$ cat src/cft_cfg.svh
// Register offsets, field positions, reset values and timing counts of the four-channel timer
`ifndef CFT_CFG_SVH
`define CFT_CFG_SVH
// Global control: bit 0..1 cascade pair enables (bits 2..3 stored, unused), bit 8..11 timer enables
`define CFT_GCTL_OFFSET     8'h00
// Per-timer block: base + 16 * timer index
`define CFT_TMR_BASE        8'h10
`define CFT_TMR_STRIDE      8'h10
`define CFT_MODE_OFFSET     4'h0
`define CFT_REF_OFFSET      4'h4
`define CFT_CNT_OFFSET      4'h8
`define CFT_CAP_OFFSET      4'hc
`define CFT_STAT_OFFSET     8'h50
`define CFT_MASK_OFFSET     8'h54
// Mode fields
`define CFT_MODE_SRC_LSB    0
`define CFT_MODE_EDGE_LSB   2
`define CFT_MODE_TOGGLE_BIT 4
`define CFT_MODE_GATE_BIT   5
`define CFT_MODE_RESTART_BIT 6
`define CFT_MODE_RESET      8'h00
`define CFT_REF_RESET       16'hffff
`define CFT_PRESCALE        16
`define CFT_PRESCALE_W      4
`endif

$ cat src/cft_timer_end.sv
// No logic here

$ cat src/cft_pkg.sv
// Types of the four-channel timer
package cft_pkg;
    typedef enum logic [1:0] {SRC_CASCADE, SRC_SYSCLK, SRC_DIV16, SRC_PIN} cft_src_e;
    typedef enum logic [1:0] {CAP_OFF, CAP_RISE, CAP_FALL, CAP_BOTH} cft_edge_e;
    typedef logic [15:0] cft_count_t;
endpackage : cft_pkg

$ cat src/cft_channel.sv
// One 16-bit timer channel: counter, reference compare, capture, output pin
`timescale 1ns/1ns
`include "cft_cfg.svh"
module cft_channel
(
    // Clock and reset
    input  wire logic           mclk,
    input  wire logic           rstSyncN,
    // Configuration
    input  wire logic           enable,
    input  wire cft_pkg::cft_src_e  srcSel,
    input  wire cft_pkg::cft_edge_e edgeSel,
    input  wire logic           toggleMode,
    input  wire logic           gateMode,
    input  wire logic           restartMode,
    input  wire cft_pkg::cft_count_t refValue,
    input  wire logic           cntWrite,
    input  wire cft_pkg::cft_count_t cntWriteData,
    // Count sources, already synchronised
    input  wire logic           cascadeTick,
    input  wire logic           div16Tick,
    input  wire logic           pinLevel,
    input  wire logic           gateLevelN,
    // Results
    output cft_pkg::cft_count_t countValue,
    output cft_pkg::cft_count_t captureValue,
    output logic                refEvent,
    output logic                capEvent,
    output logic                timerOut
);
    import cft_pkg::*;

    cft_count_t cnt_reg, cnt_next, cap_reg, cap_next;
    logic pin_reg, gate_reg, out_reg, out_next, ref_reg, ref_next, capEv_reg, capEv_next;
    logic pinRise, pinFall, gateFall, tick, capHit;

    always_comb
    begin
        pinRise  = pinLevel & ~pin_reg;
        pinFall  = ~pinLevel & pin_reg;
        gateFall = ~gateLevelN & gate_reg;
        unique case (srcSel)
            SRC_CASCADE: tick = cascadeTick;
            SRC_SYSCLK:  tick = 1'b1;
            SRC_DIV16:   tick = div16Tick;
            SRC_PIN:     tick = pinRise;
        endcase
        // Gated timers count only while their gate pin is held low
        if (gateMode && gateLevelN)
            tick = 1'b0;
        unique case (edgeSel)
            CAP_OFF:  capHit = 1'b0;
            CAP_RISE: capHit = pinRise;
            CAP_FALL: capHit = pinFall;
            CAP_BOTH: capHit = pinRise | pinFall;
        endcase
        cnt_next   = cnt_reg;
        cap_next   = cap_reg;
        out_next   = out_reg;
        ref_next   = 1'b0;
        capEv_next = 1'b0;
        if (!enable)
        begin
            out_next = 1'b1;
        end
        else
        begin
            if (toggleMode == 1'b0)
                out_next = 1'b1;
            if (capHit)
            begin
                cap_next   = cnt_reg;
                capEv_next = 1'b1;
            end
            if (restartMode && gateFall)
                cnt_next = '0;
            else if (tick)
            begin
                if (cnt_reg == refValue)
                begin
                    cnt_next = '0;
                    ref_next = 1'b1;
                    out_next = toggleMode ? ~out_reg : 1'b0;
                end
                else
                    cnt_next = cnt_reg + 16'h0001;
            end
        end
        if (cntWrite)
            cnt_next = cntWriteData;
    end

    always_ff @(posedge mclk or negedge rstSyncN)
    begin
        if (!rstSyncN)
        begin
            cnt_reg   <= '0;
            cap_reg   <= '0;
            pin_reg   <= 1'b0;
            gate_reg  <= 1'b1;
            out_reg   <= 1'b1;
            ref_reg   <= 1'b0;
            capEv_reg <= 1'b0;
        end
        else
        begin
            cnt_reg   <= cnt_next;
            cap_reg   <= cap_next;
            pin_reg   <= pinLevel;
            gate_reg  <= gateLevelN;
            out_reg   <= out_next;
            ref_reg   <= ref_next;
            capEv_reg <= capEv_next;
        end
    end

    assign countValue   = cnt_reg;
    assign captureValue = cap_reg;
    assign refEvent     = ref_reg;
    assign capEvent     = capEv_reg;
    assign timerOut     = out_reg;
endmodule : cft_channel

$ cat src/cft_timer.sv
// Cascadable four-channel timer with AXI4-Lite register access
// Behaviour
// Each timer counts other timer, system clock, clock/16, or its input pin.
// Four timer input pins, one per timer, for counting or capture.
// Capture triggers on rising, falling or both edges, per timer.
// Each timer signals its output pin when counter reaches reference.
// Reference output is an active-low pulse or a toggle of the level.
// Timer output chains into the next timer, forming a 32-bit timer.
// Gate pin one serves timers 1-2, gate pin two serves 3-4; gate/restart.
// On reaching reference the counter clears and keeps counting.
//
// The register addresses and the AXI4-Lite slave port were chosen for this implementation.
`timescale 1ns/1ns
`include "cft_cfg.svh"
module cft_timer
(
    // Clock and reset
    input  wire logic        mclk,
    input  wire logic        rstn,
    // AXI4-Lite write
    input  wire logic [7:0]  s_axi_awaddr,
    input  wire logic        s_axi_awvalid,
    output logic             s_axi_awready,
    input  wire logic [31:0] s_axi_wdata,
    input  wire logic [3:0]  s_axi_wstrb,
    input  wire logic        s_axi_wvalid,
    output logic             s_axi_wready,
    output logic [1:0]       s_axi_bresp,
    output logic             s_axi_bvalid,
    input  wire logic        s_axi_bready,
    // AXI4-Lite read
    input  wire logic [7:0]  s_axi_araddr,
    input  wire logic        s_axi_arvalid,
    output logic             s_axi_arready,
    output logic [31:0]      s_axi_rdata,
    output logic [1:0]       s_axi_rresp,
    output logic             s_axi_rvalid,
    input  wire logic        s_axi_rready,
    // Timer pins
    input  wire logic [3:0]  timerInputs,
    input  wire logic        gatePinLowPairN,
    input  wire logic        gatePinHighPairN,
    output logic [3:0]       timerOutputs,
    // Interrupt
    output logic             irq
);
    import cft_pkg::*;

    logic rstMeta, rstSyncN;
    always_ff @(posedge mclk or negedge rstn)
    begin
        if (!rstn)
        begin
            rstMeta  <= 1'b0;
            rstSyncN <= 1'b0;
        end
        else
        begin
            rstMeta  <= 1'b1;
            rstSyncN <= rstMeta;
        end
    end

    // Pin synchronisers: four inputs and two gates
    logic [5:0] pinMeta, pinSync;
    always_ff @(posedge mclk or negedge rstSyncN)
    begin
        if (!rstSyncN)
        begin
            pinMeta <= 6'b11_0000;
            pinSync <= 6'b11_0000;
        end
        else
        begin
            pinMeta <= {gatePinHighPairN, gatePinLowPairN, timerInputs};
            pinSync <= pinMeta;
        end
    end

    // Shared divide-by-16 prescaler
    logic [`CFT_PRESCALE_W-1:0] pre_reg, pre_next;
    logic div16Tick;
    always_comb
    begin
        pre_next  = pre_reg + 4'h1;
        div16Tick = (pre_reg == 4'(`CFT_PRESCALE - 1));
    end

    // Registers
    logic [3:0]  cascade_reg, cascade_next, enable_reg, enable_next;
    logic [7:0]  mode_reg [4];
    logic [7:0]  mode_next [4];
    cft_count_t  ref_reg [4];
    cft_count_t  ref_next [4];
    logic [7:0]  stat_reg, stat_next, mask_reg, mask_next;
    logic [3:0]  cntWrite;
    cft_count_t  countValue [4];
    cft_count_t  captureValue [4];
    logic [3:0]  refEvent, capEvent, chanOut;

    // AXI state
    logic        awHeld_reg, awHeld_next, wHeld_reg, wHeld_next, bvalid_reg, bvalid_next;
    logic        rvalid_reg, rvalid_next;
    logic [7:0]  awaddr_reg, awaddr_next;
    logic [31:0] wdata_reg, wdata_next, rdata_reg, rdata_next;
    logic [1:0]  bresp_reg, bresp_next, rresp_reg, rresp_next;
    logic        doWrite, doRead;
    logic [1:0]  wIdx, rIdx;

    assign s_axi_awready = ~awHeld_reg & ~bvalid_reg;
    assign s_axi_wready  = ~wHeld_reg & ~bvalid_reg;
    assign s_axi_arready = ~rvalid_reg;
    assign doRead        = s_axi_arvalid & ~rvalid_reg;

    always_comb
    begin
        awHeld_next = awHeld_reg;
        wHeld_next  = wHeld_reg;
        awaddr_next = awaddr_reg;
        wdata_next  = wdata_reg;
        bvalid_next = bvalid_reg;
        bresp_next  = bresp_reg;
        if (s_axi_awvalid && s_axi_awready)
        begin
            awHeld_next = 1'b1;
            awaddr_next = s_axi_awaddr;
        end
        if (s_axi_wvalid && s_axi_wready)
        begin
            wHeld_next = 1'b1;
            // Byte lanes above the low half are ignored: all fields fit in 16 bits
            wdata_next = {16'h0000,
                          s_axi_wstrb[1] ? s_axi_wdata[15:8] : 8'h00,
                          s_axi_wstrb[0] ? s_axi_wdata[7:0] : 8'h00};
        end
        doWrite = awHeld_reg & wHeld_reg & ~bvalid_reg;
        wIdx    = 2'(awaddr_reg[7:4] - 4'h1);
        if (doWrite)
        begin
            awHeld_next = 1'b0;
            wHeld_next  = 1'b0;
            bvalid_next = 1'b1;
            bresp_next  = 2'b00;
            if (awaddr_reg[1:0] != 2'b00 || awaddr_reg > `CFT_MASK_OFFSET)
                bresp_next = 2'b10;
        end
        else if (bvalid_reg && s_axi_bready)
            bvalid_next = 1'b0;
    end

    always_comb
    begin
        cascade_next = cascade_reg;
        enable_next  = enable_reg;
        mask_next    = mask_reg;
        cntWrite     = 4'h0;
        for (int i = 0; i < 4; i++)
        begin
            mode_next[i] = mode_reg[i];
            ref_next[i]  = ref_reg[i];
        end
        if (doWrite && bresp_next == 2'b00)
        begin
            if (awaddr_reg == `CFT_GCTL_OFFSET)
            begin
                cascade_next = wdata_reg[3:0];
                enable_next  = wdata_reg[11:8];
            end
            else if (awaddr_reg == `CFT_MASK_OFFSET)
                mask_next = wdata_reg[7:0];
            else if (awaddr_reg >= `CFT_TMR_BASE && awaddr_reg < `CFT_STAT_OFFSET)
            begin
                unique case (awaddr_reg[3:0])
                    `CFT_MODE_OFFSET: mode_next[wIdx] = wdata_reg[7:0];
                    `CFT_REF_OFFSET:  ref_next[wIdx]  = wdata_reg[15:0];
                    `CFT_CNT_OFFSET:  cntWrite[wIdx]  = 1'b1;
                    default:          ;
                endcase
            end
        end
    end

    // Read path; reading status clears it, but new events in the same cycle stay set
    always_comb
    begin
        rvalid_next = rvalid_reg;
        rdata_next  = rdata_reg;
        rresp_next  = rresp_reg;
        stat_next   = stat_reg;
        rIdx        = 2'(s_axi_araddr[7:4] - 4'h1);
        if (doRead)
        begin
            rvalid_next = 1'b1;
            rresp_next  = 2'b00;
            rdata_next  = 32'h0000_0000;
            if (s_axi_araddr[1:0] != 2'b00 || s_axi_araddr > `CFT_MASK_OFFSET)
                rresp_next = 2'b10;
            else if (s_axi_araddr == `CFT_GCTL_OFFSET)
                rdata_next = {20'h0_0000, enable_reg, 4'h0, cascade_reg};
            else if (s_axi_araddr == `CFT_STAT_OFFSET)
            begin
                rdata_next = {24'h00_0000, stat_reg};
                stat_next  = 8'h00;
            end
            else if (s_axi_araddr == `CFT_MASK_OFFSET)
                rdata_next = {24'h00_0000, mask_reg};
            else if (s_axi_araddr >= `CFT_TMR_BASE)
            begin
                unique case (s_axi_araddr[3:0])
                    `CFT_MODE_OFFSET: rdata_next = {24'h00_0000, mode_reg[rIdx]};
                    `CFT_REF_OFFSET:  rdata_next = {16'h0000, ref_reg[rIdx]};
                    `CFT_CNT_OFFSET:  rdata_next = {16'h0000, countValue[rIdx]};
                    `CFT_CAP_OFFSET:  rdata_next = {16'h0000, captureValue[rIdx]};
                    default:          rdata_next = 32'h0000_0000;
                endcase
            end
        end
        else if (rvalid_reg && s_axi_rready)
            rvalid_next = 1'b0;
        stat_next = stat_next | {capEvent, refEvent};
    end

    always_ff @(posedge mclk or negedge rstSyncN)
    begin
        if (!rstSyncN)
        begin
            pre_reg     <= '0;
            cascade_reg <= 4'h0;
            enable_reg  <= 4'h0;
            stat_reg    <= 8'h00;
            mask_reg    <= 8'h00;
            awHeld_reg  <= 1'b0;
            wHeld_reg   <= 1'b0;
            awaddr_reg  <= 8'h00;
            wdata_reg   <= 32'h0000_0000;
            bvalid_reg  <= 1'b0;
            bresp_reg   <= 2'b00;
            rvalid_reg  <= 1'b0;
            rdata_reg   <= 32'h0000_0000;
            rresp_reg   <= 2'b00;
            for (int i = 0; i < 4; i++)
            begin
                mode_reg[i] <= `CFT_MODE_RESET;
                ref_reg[i]  <= `CFT_REF_RESET;
            end
        end
        else
        begin
            pre_reg     <= pre_next;
            cascade_reg <= cascade_next;
            enable_reg  <= enable_next;
            stat_reg    <= stat_next;
            mask_reg    <= mask_next;
            awHeld_reg  <= awHeld_next;
            wHeld_reg   <= wHeld_next;
            awaddr_reg  <= awaddr_next;
            wdata_reg   <= wdata_next;
            bvalid_reg  <= bvalid_next;
            bresp_reg   <= bresp_next;
            rvalid_reg  <= rvalid_next;
            rdata_reg   <= rdata_next;
            rresp_reg   <= rresp_next;
            for (int i = 0; i < 4; i++)
            begin
                mode_reg[i] <= mode_next[i];
                ref_reg[i]  <= ref_next[i];
            end
        end
    end

    genvar g;
    generate
        for (g = 0; g < 4; g++)
        begin : gChan
            // Odd timer takes the even timer's reference event when the pair is cascaded
            logic cascadeTick;
            if (g % 2 == 1)
                assign cascadeTick = refEvent[g-1] & cascade_reg[g/2];
            else
                assign cascadeTick = refEvent[(g+3)%4];
            cft_channel u_cft_channel
            (
                .mclk         (mclk),
                .rstSyncN     (rstSyncN),
                .enable       (enable_reg[g]),
                .srcSel       (cft_src_e'(mode_reg[g][`CFT_MODE_SRC_LSB +: 2])),
                .edgeSel      (cft_edge_e'(mode_reg[g][`CFT_MODE_EDGE_LSB +: 2])),
                .toggleMode   (mode_reg[g][`CFT_MODE_TOGGLE_BIT]),
                .gateMode     (mode_reg[g][`CFT_MODE_GATE_BIT]),
                .restartMode  (mode_reg[g][`CFT_MODE_RESTART_BIT]),
                .refValue     (ref_reg[g]),
                .cntWrite     (cntWrite[g]),
                .cntWriteData (wdata_reg[15:0]),
                .cascadeTick  (cascadeTick),
                .div16Tick    (div16Tick),
                .pinLevel     (pinSync[g]),
                .gateLevelN   (pinSync[4 + g/2]),
                .countValue   (countValue[g]),
                .captureValue (captureValue[g]),
                .refEvent     (refEvent[g]),
                .capEvent     (capEvent[g]),
                .timerOut     (chanOut[g])
            );
        end
    endgenerate

    assign timerOutputs  = chanOut;
    assign irq           = |(stat_reg & mask_reg);
    assign s_axi_bvalid  = bvalid_reg;
    assign s_axi_bresp   = bresp_reg;
    assign s_axi_rvalid  = rvalid_reg;
    assign s_axi_rdata   = rdata_reg;
    assign s_axi_rresp   = rresp_reg;
endmodule : cft_timer

$ cat config.mk
export PLATFORM = sky130hd
export DESIGN_NAME = cft_timer
export DESIGN_NICKNAME = d
export VERILOG_FILES = /design/src/cft_timer_end.sv /design/src/cft_pkg.sv /design/src/cft_channel.sv /design/src/cft_timer.sv
export VERILOG_INCLUDE_DIRS = /design/src
export SDC_FILE = /design/constraint.sdc
export NUM_CORES = 1
export LEC_CHECK = 0
export BUFFER_PORTS_ARGS = -buffer_cell sky130_fd_sc_hd__buf_4
export CAP_MARGIN = 40
export CORE_MARGIN = 5
export CORE_UTILIZATION = 53
export CTS_BUF_LIST = sky130_fd_sc_hd__clkbuf_4 sky130_fd_sc_hd__clkbuf_8 sky130_fd_sc_hd__clkbuf_16
export DETAILED_ROUTE_END_ITERATION = 10
export PLACE_DENSITY = 0.71
export SLEW_MARGIN = 20
export SYNTH_ARGS = -nofsm -noshare
export SYNTH_HDL_FRONTEND = slang
export SYNTH_HIERARCHICAL = 1
export SYNTH_SLANG_ARGS = --single-unit
$ cat constraint.sdc
create_clock -name mclk -period 11.7 [get_ports mclk]
set_clock_uncertainty 0.05 [all_clocks]
set_input_delay 2.34 -clock mclk [delete_from_list [all_inputs] [get_ports mclk]]
set_output_delay 2.34 -clock mclk [all_outputs]
set_load 0.1 [all_outputs]
==> results.tsv <==
stage	metric	value	unit
drt	avgRoutedWirePerCell	24.7	um
synth	yosysWarnings	6	
global_route	grt_max_degree	63	
synth	synth_top_flop_cell	dfrtp_1	
clock_network	cts_made_buffers	38	
sta	fin_crit	4.65	ns
clock_network	htree_levels	2	
synth	synth_edf_count	0	
synth	avgSynthCellArea	11.5	um^2
sta	slew_headroom	0.404	
synth	yosys.area.top_type	dfrtp_1	
global_route	grt.total_usage	0.275	
critical_path	path_max_fanout	53	
global_route	grt_pass1_wl	78400	um
min_path	min_path_type	reg2async	
clock_network	root_buffer	clkbuf_16	
finish	nets	1667	
power_and_ir_drop	p_per_area	161	nW/um^2
global_route	first_global_vias	13100	
global_route	antenna_found_initial	0	
finish	area_growth	12.9	%
drt	routed_wl	51000	um
clock_network	postCtsSetupRepairBufs	0	
floorplan	die-area	37300	um^2
sta	worstMarginPinSlew	0.891	ns
drt	vias	13300	
finish	num_antenna_cells	0	
finish	drive_above_1_share	0.324	
clock_network	cts_sinks	333	
power_and_ir_drop	clock_power_share	0.380	
clock_network	clkLatencyLatePin	0.52	ns
synth	synthArstFlopShare	1.00	
sta	fmax	215	MHz
clock_network	clock_path_buffers	3	
floorplan	die_x	193	um
placement	gp_congestion	0.969	
synth	synth_commonest_cells	dfrtp_1 (257), mux2_2 (183), nand2_1 (147)	
run	maxCapViolations	0	
power_and_ir_drop	p_int	2.21	mW
critical_path	end_kind	register	
sta	period_share	0.398	
global_route	overflow	0	
clock_network	clkTransAtPathRegs	0.06	ns
placement	dp_hpwl	36600	um
synth	yosysSeqAreaShare	0.475	
synth	netlist_area	17800	um^2
power_and_ir_drop	p_switching	1.01	mW
floorplan	coreArea	33300	um^2
floorplan	ios	111	
synth	synthTopCellsByArea	dfrtp_1 (36%), mux2_2 (12%), dfstp_2 (11%)	
sta	slew_viol_final	0	
floorplan	start_util	0.533	
critical_path	arrival	4.99	ns
synth	synth.most_common_cell	dfrtp_1	
clock_network	postCtsHoldBufs	0	
floorplan	die_y	193	um
drt	first_pass_iters	5	
drt	vias_per_cell	6.45	
critical_path	cp.required	12.04	ns
sta	setup-tns-final	0	ns
sta	hold_viol	0	
finish	fill_cells	2743	
power_and_ir_drop	ir_worst_vdd	0.217	mV
critical_path	crit_type	in2reg	
status	status	finished, final reports clean	
power_and_ir_drop	swShare	0.314	
sta	holdWs	0.179	ns
clock_network	cts_tree	yes	
drt	drc	0	
sta	setup_viol	0	
synth	ys_seq_elements	333	
clock_network	cts_resized	0	
floorplan	rows	67	
synth	yosys.area.top_type_share	0.362	
power_and_ir_drop	comb_power_share	0.144	
power_and_ir_drop	leakagePower	8.99	nW
power_and_ir_drop	power_frac_seq	0.476	
placement	portBuffers	75	
sta	rsz0062_at_grt	false	
synth	ys_types	65	
drt	ant_nets	0	
critical_path	cp-start-kind	input pin	
synth	synthCells	1540	
drt	first_iter_violations	1357	
## metal layers
layer  up-vias  wire, um  GRT usage
met5         -         0          0
met4         0      2380      0.113
met3       137      4920     0.0605
met2       725     22700      0.415
met1      6699     21000      0.390
li1       5754         -          -
## worst paths after layout
kind | start | to | slack (ns) | cells after the start
worst min-delay path | rstSyncN | gChan[3].u_cft_channel/countValue[13] | 0.18 | 0
worst min register to register | rstSyncN | gChan[3].u_cft_channel/countValue[13] | 0.18 | 0
worst max register to register | awaddr_reg[5] | gChan[2].u_cft_channel/countValue[8] | 8.36 | 10
max in group asynchronous | rstSyncN | stat_reg[2] | 9.61 | 3
worst max-delay path | s_axi_araddr[4] | s_axi_rdata[2] | 7.05 | 10
min in group mclk | pinMeta[2] | pinSync[2] | 0.30 | 0
## worst max-delay path: stages
cell,delay [ns]
buf_4,0.42
inv_1,0.11
ha_2,0.34
buf_4,0.17
buf_16,0.30
mux4_2,0.58
mux2i_1,0.20
o21ai_0,0.22
a21oi_1,0.20
o21ai_0,0.08
## layout by cell type (no fill, tap or decap), types with 7 or more instances in the layout
cell and count:
dfrtp_1 256, mux2_2 183, nand2_1 147, buf_4 90
dfstp_2 76, o21ai_0 72, inv_1 68, xor2_1 66
mux4_2 56, nor2_1 41, clkbuf_16 41, a22oi_1 36
a31oi_1 36, o221ai_1 28, nand3_1 24, or3_1 21
a21o_1 21, nand4_1 21, nor3_1 21, mux2i_1 20
a21oi_1 18, conb_1 18, nor4_1 16, and3_1 15
nand2b_1 14, ha_1 14, o211ai_1 13, nor2b_1 11
clkbuf_4 11, and2_1 9, a221o_1 8, clkbuf_8 8
a32oi_1 8, o21a_1 7, buf_8 7
## area by class of cell
| type | count | area (um^2) | share of cell area |
|---|---|---|---|
| inverter | 68 | 255 | 0.0127 |
| multi-input combinational | 1041 | 8530 | 0.426 |
| clock inverter | 9 | 97.6 | 0.00487 |
| timing repair buffer | 105 | 945 | 0.0471 |
| clock buffer | 60 | 1220 | 0.0608 |
| sequential | 333 | 8430 | 0.421 |
| tap | 448 | 561 | 0.0280 |
## stage by stage
stage / std cells / util / total power, mW / area (um^2) / worst slack, ns
floorplan: 1556 / - / 1.78 / 17800 / 1.81
global placement: 1979 / 0.554 / 1.97 / 18400 / 6.26
detailed placement: 1988 / 0.559 / 2.00 / 18600 / 6.26
CTS: 2057 / 0.599 / 3.23 / 19900 / 6.75
global route: 2064 / 0.602 / 3.35 / 20000 / 6.80
finish: 2064 / 0.602 / 3.22 / 20000 / 7.05
## cells by family after synthesis
group | Yosys count | share of synthesized area
adder cells (fa/ha/maj) | 15 | 0.0106
other | 2 | 0.000423
XOR/XNOR | 67 | 0.0331
multiplexers | 259 | 0.198
flip-flops | 333 | 0.475
AO/OA/AOI/OAI | 294 | 0.120
AND/OR/NAND/NOR | 388 | 0.114
buffers and inverters | 182 | 0.0488
## power by group through the flow
stage	Sequential (mW)	Combinational [mW]	Clock, mW
floorplan	1.43	0.351	0
global placement	1.55	0.424	0
detailed placement	1.56	0.443	0
CTS	1.54	0.446	1.25
global route	1.55	0.504	1.30
finish	1.54	0.463	1.23
Note: power is estimated with default switching activity, not from simulation.
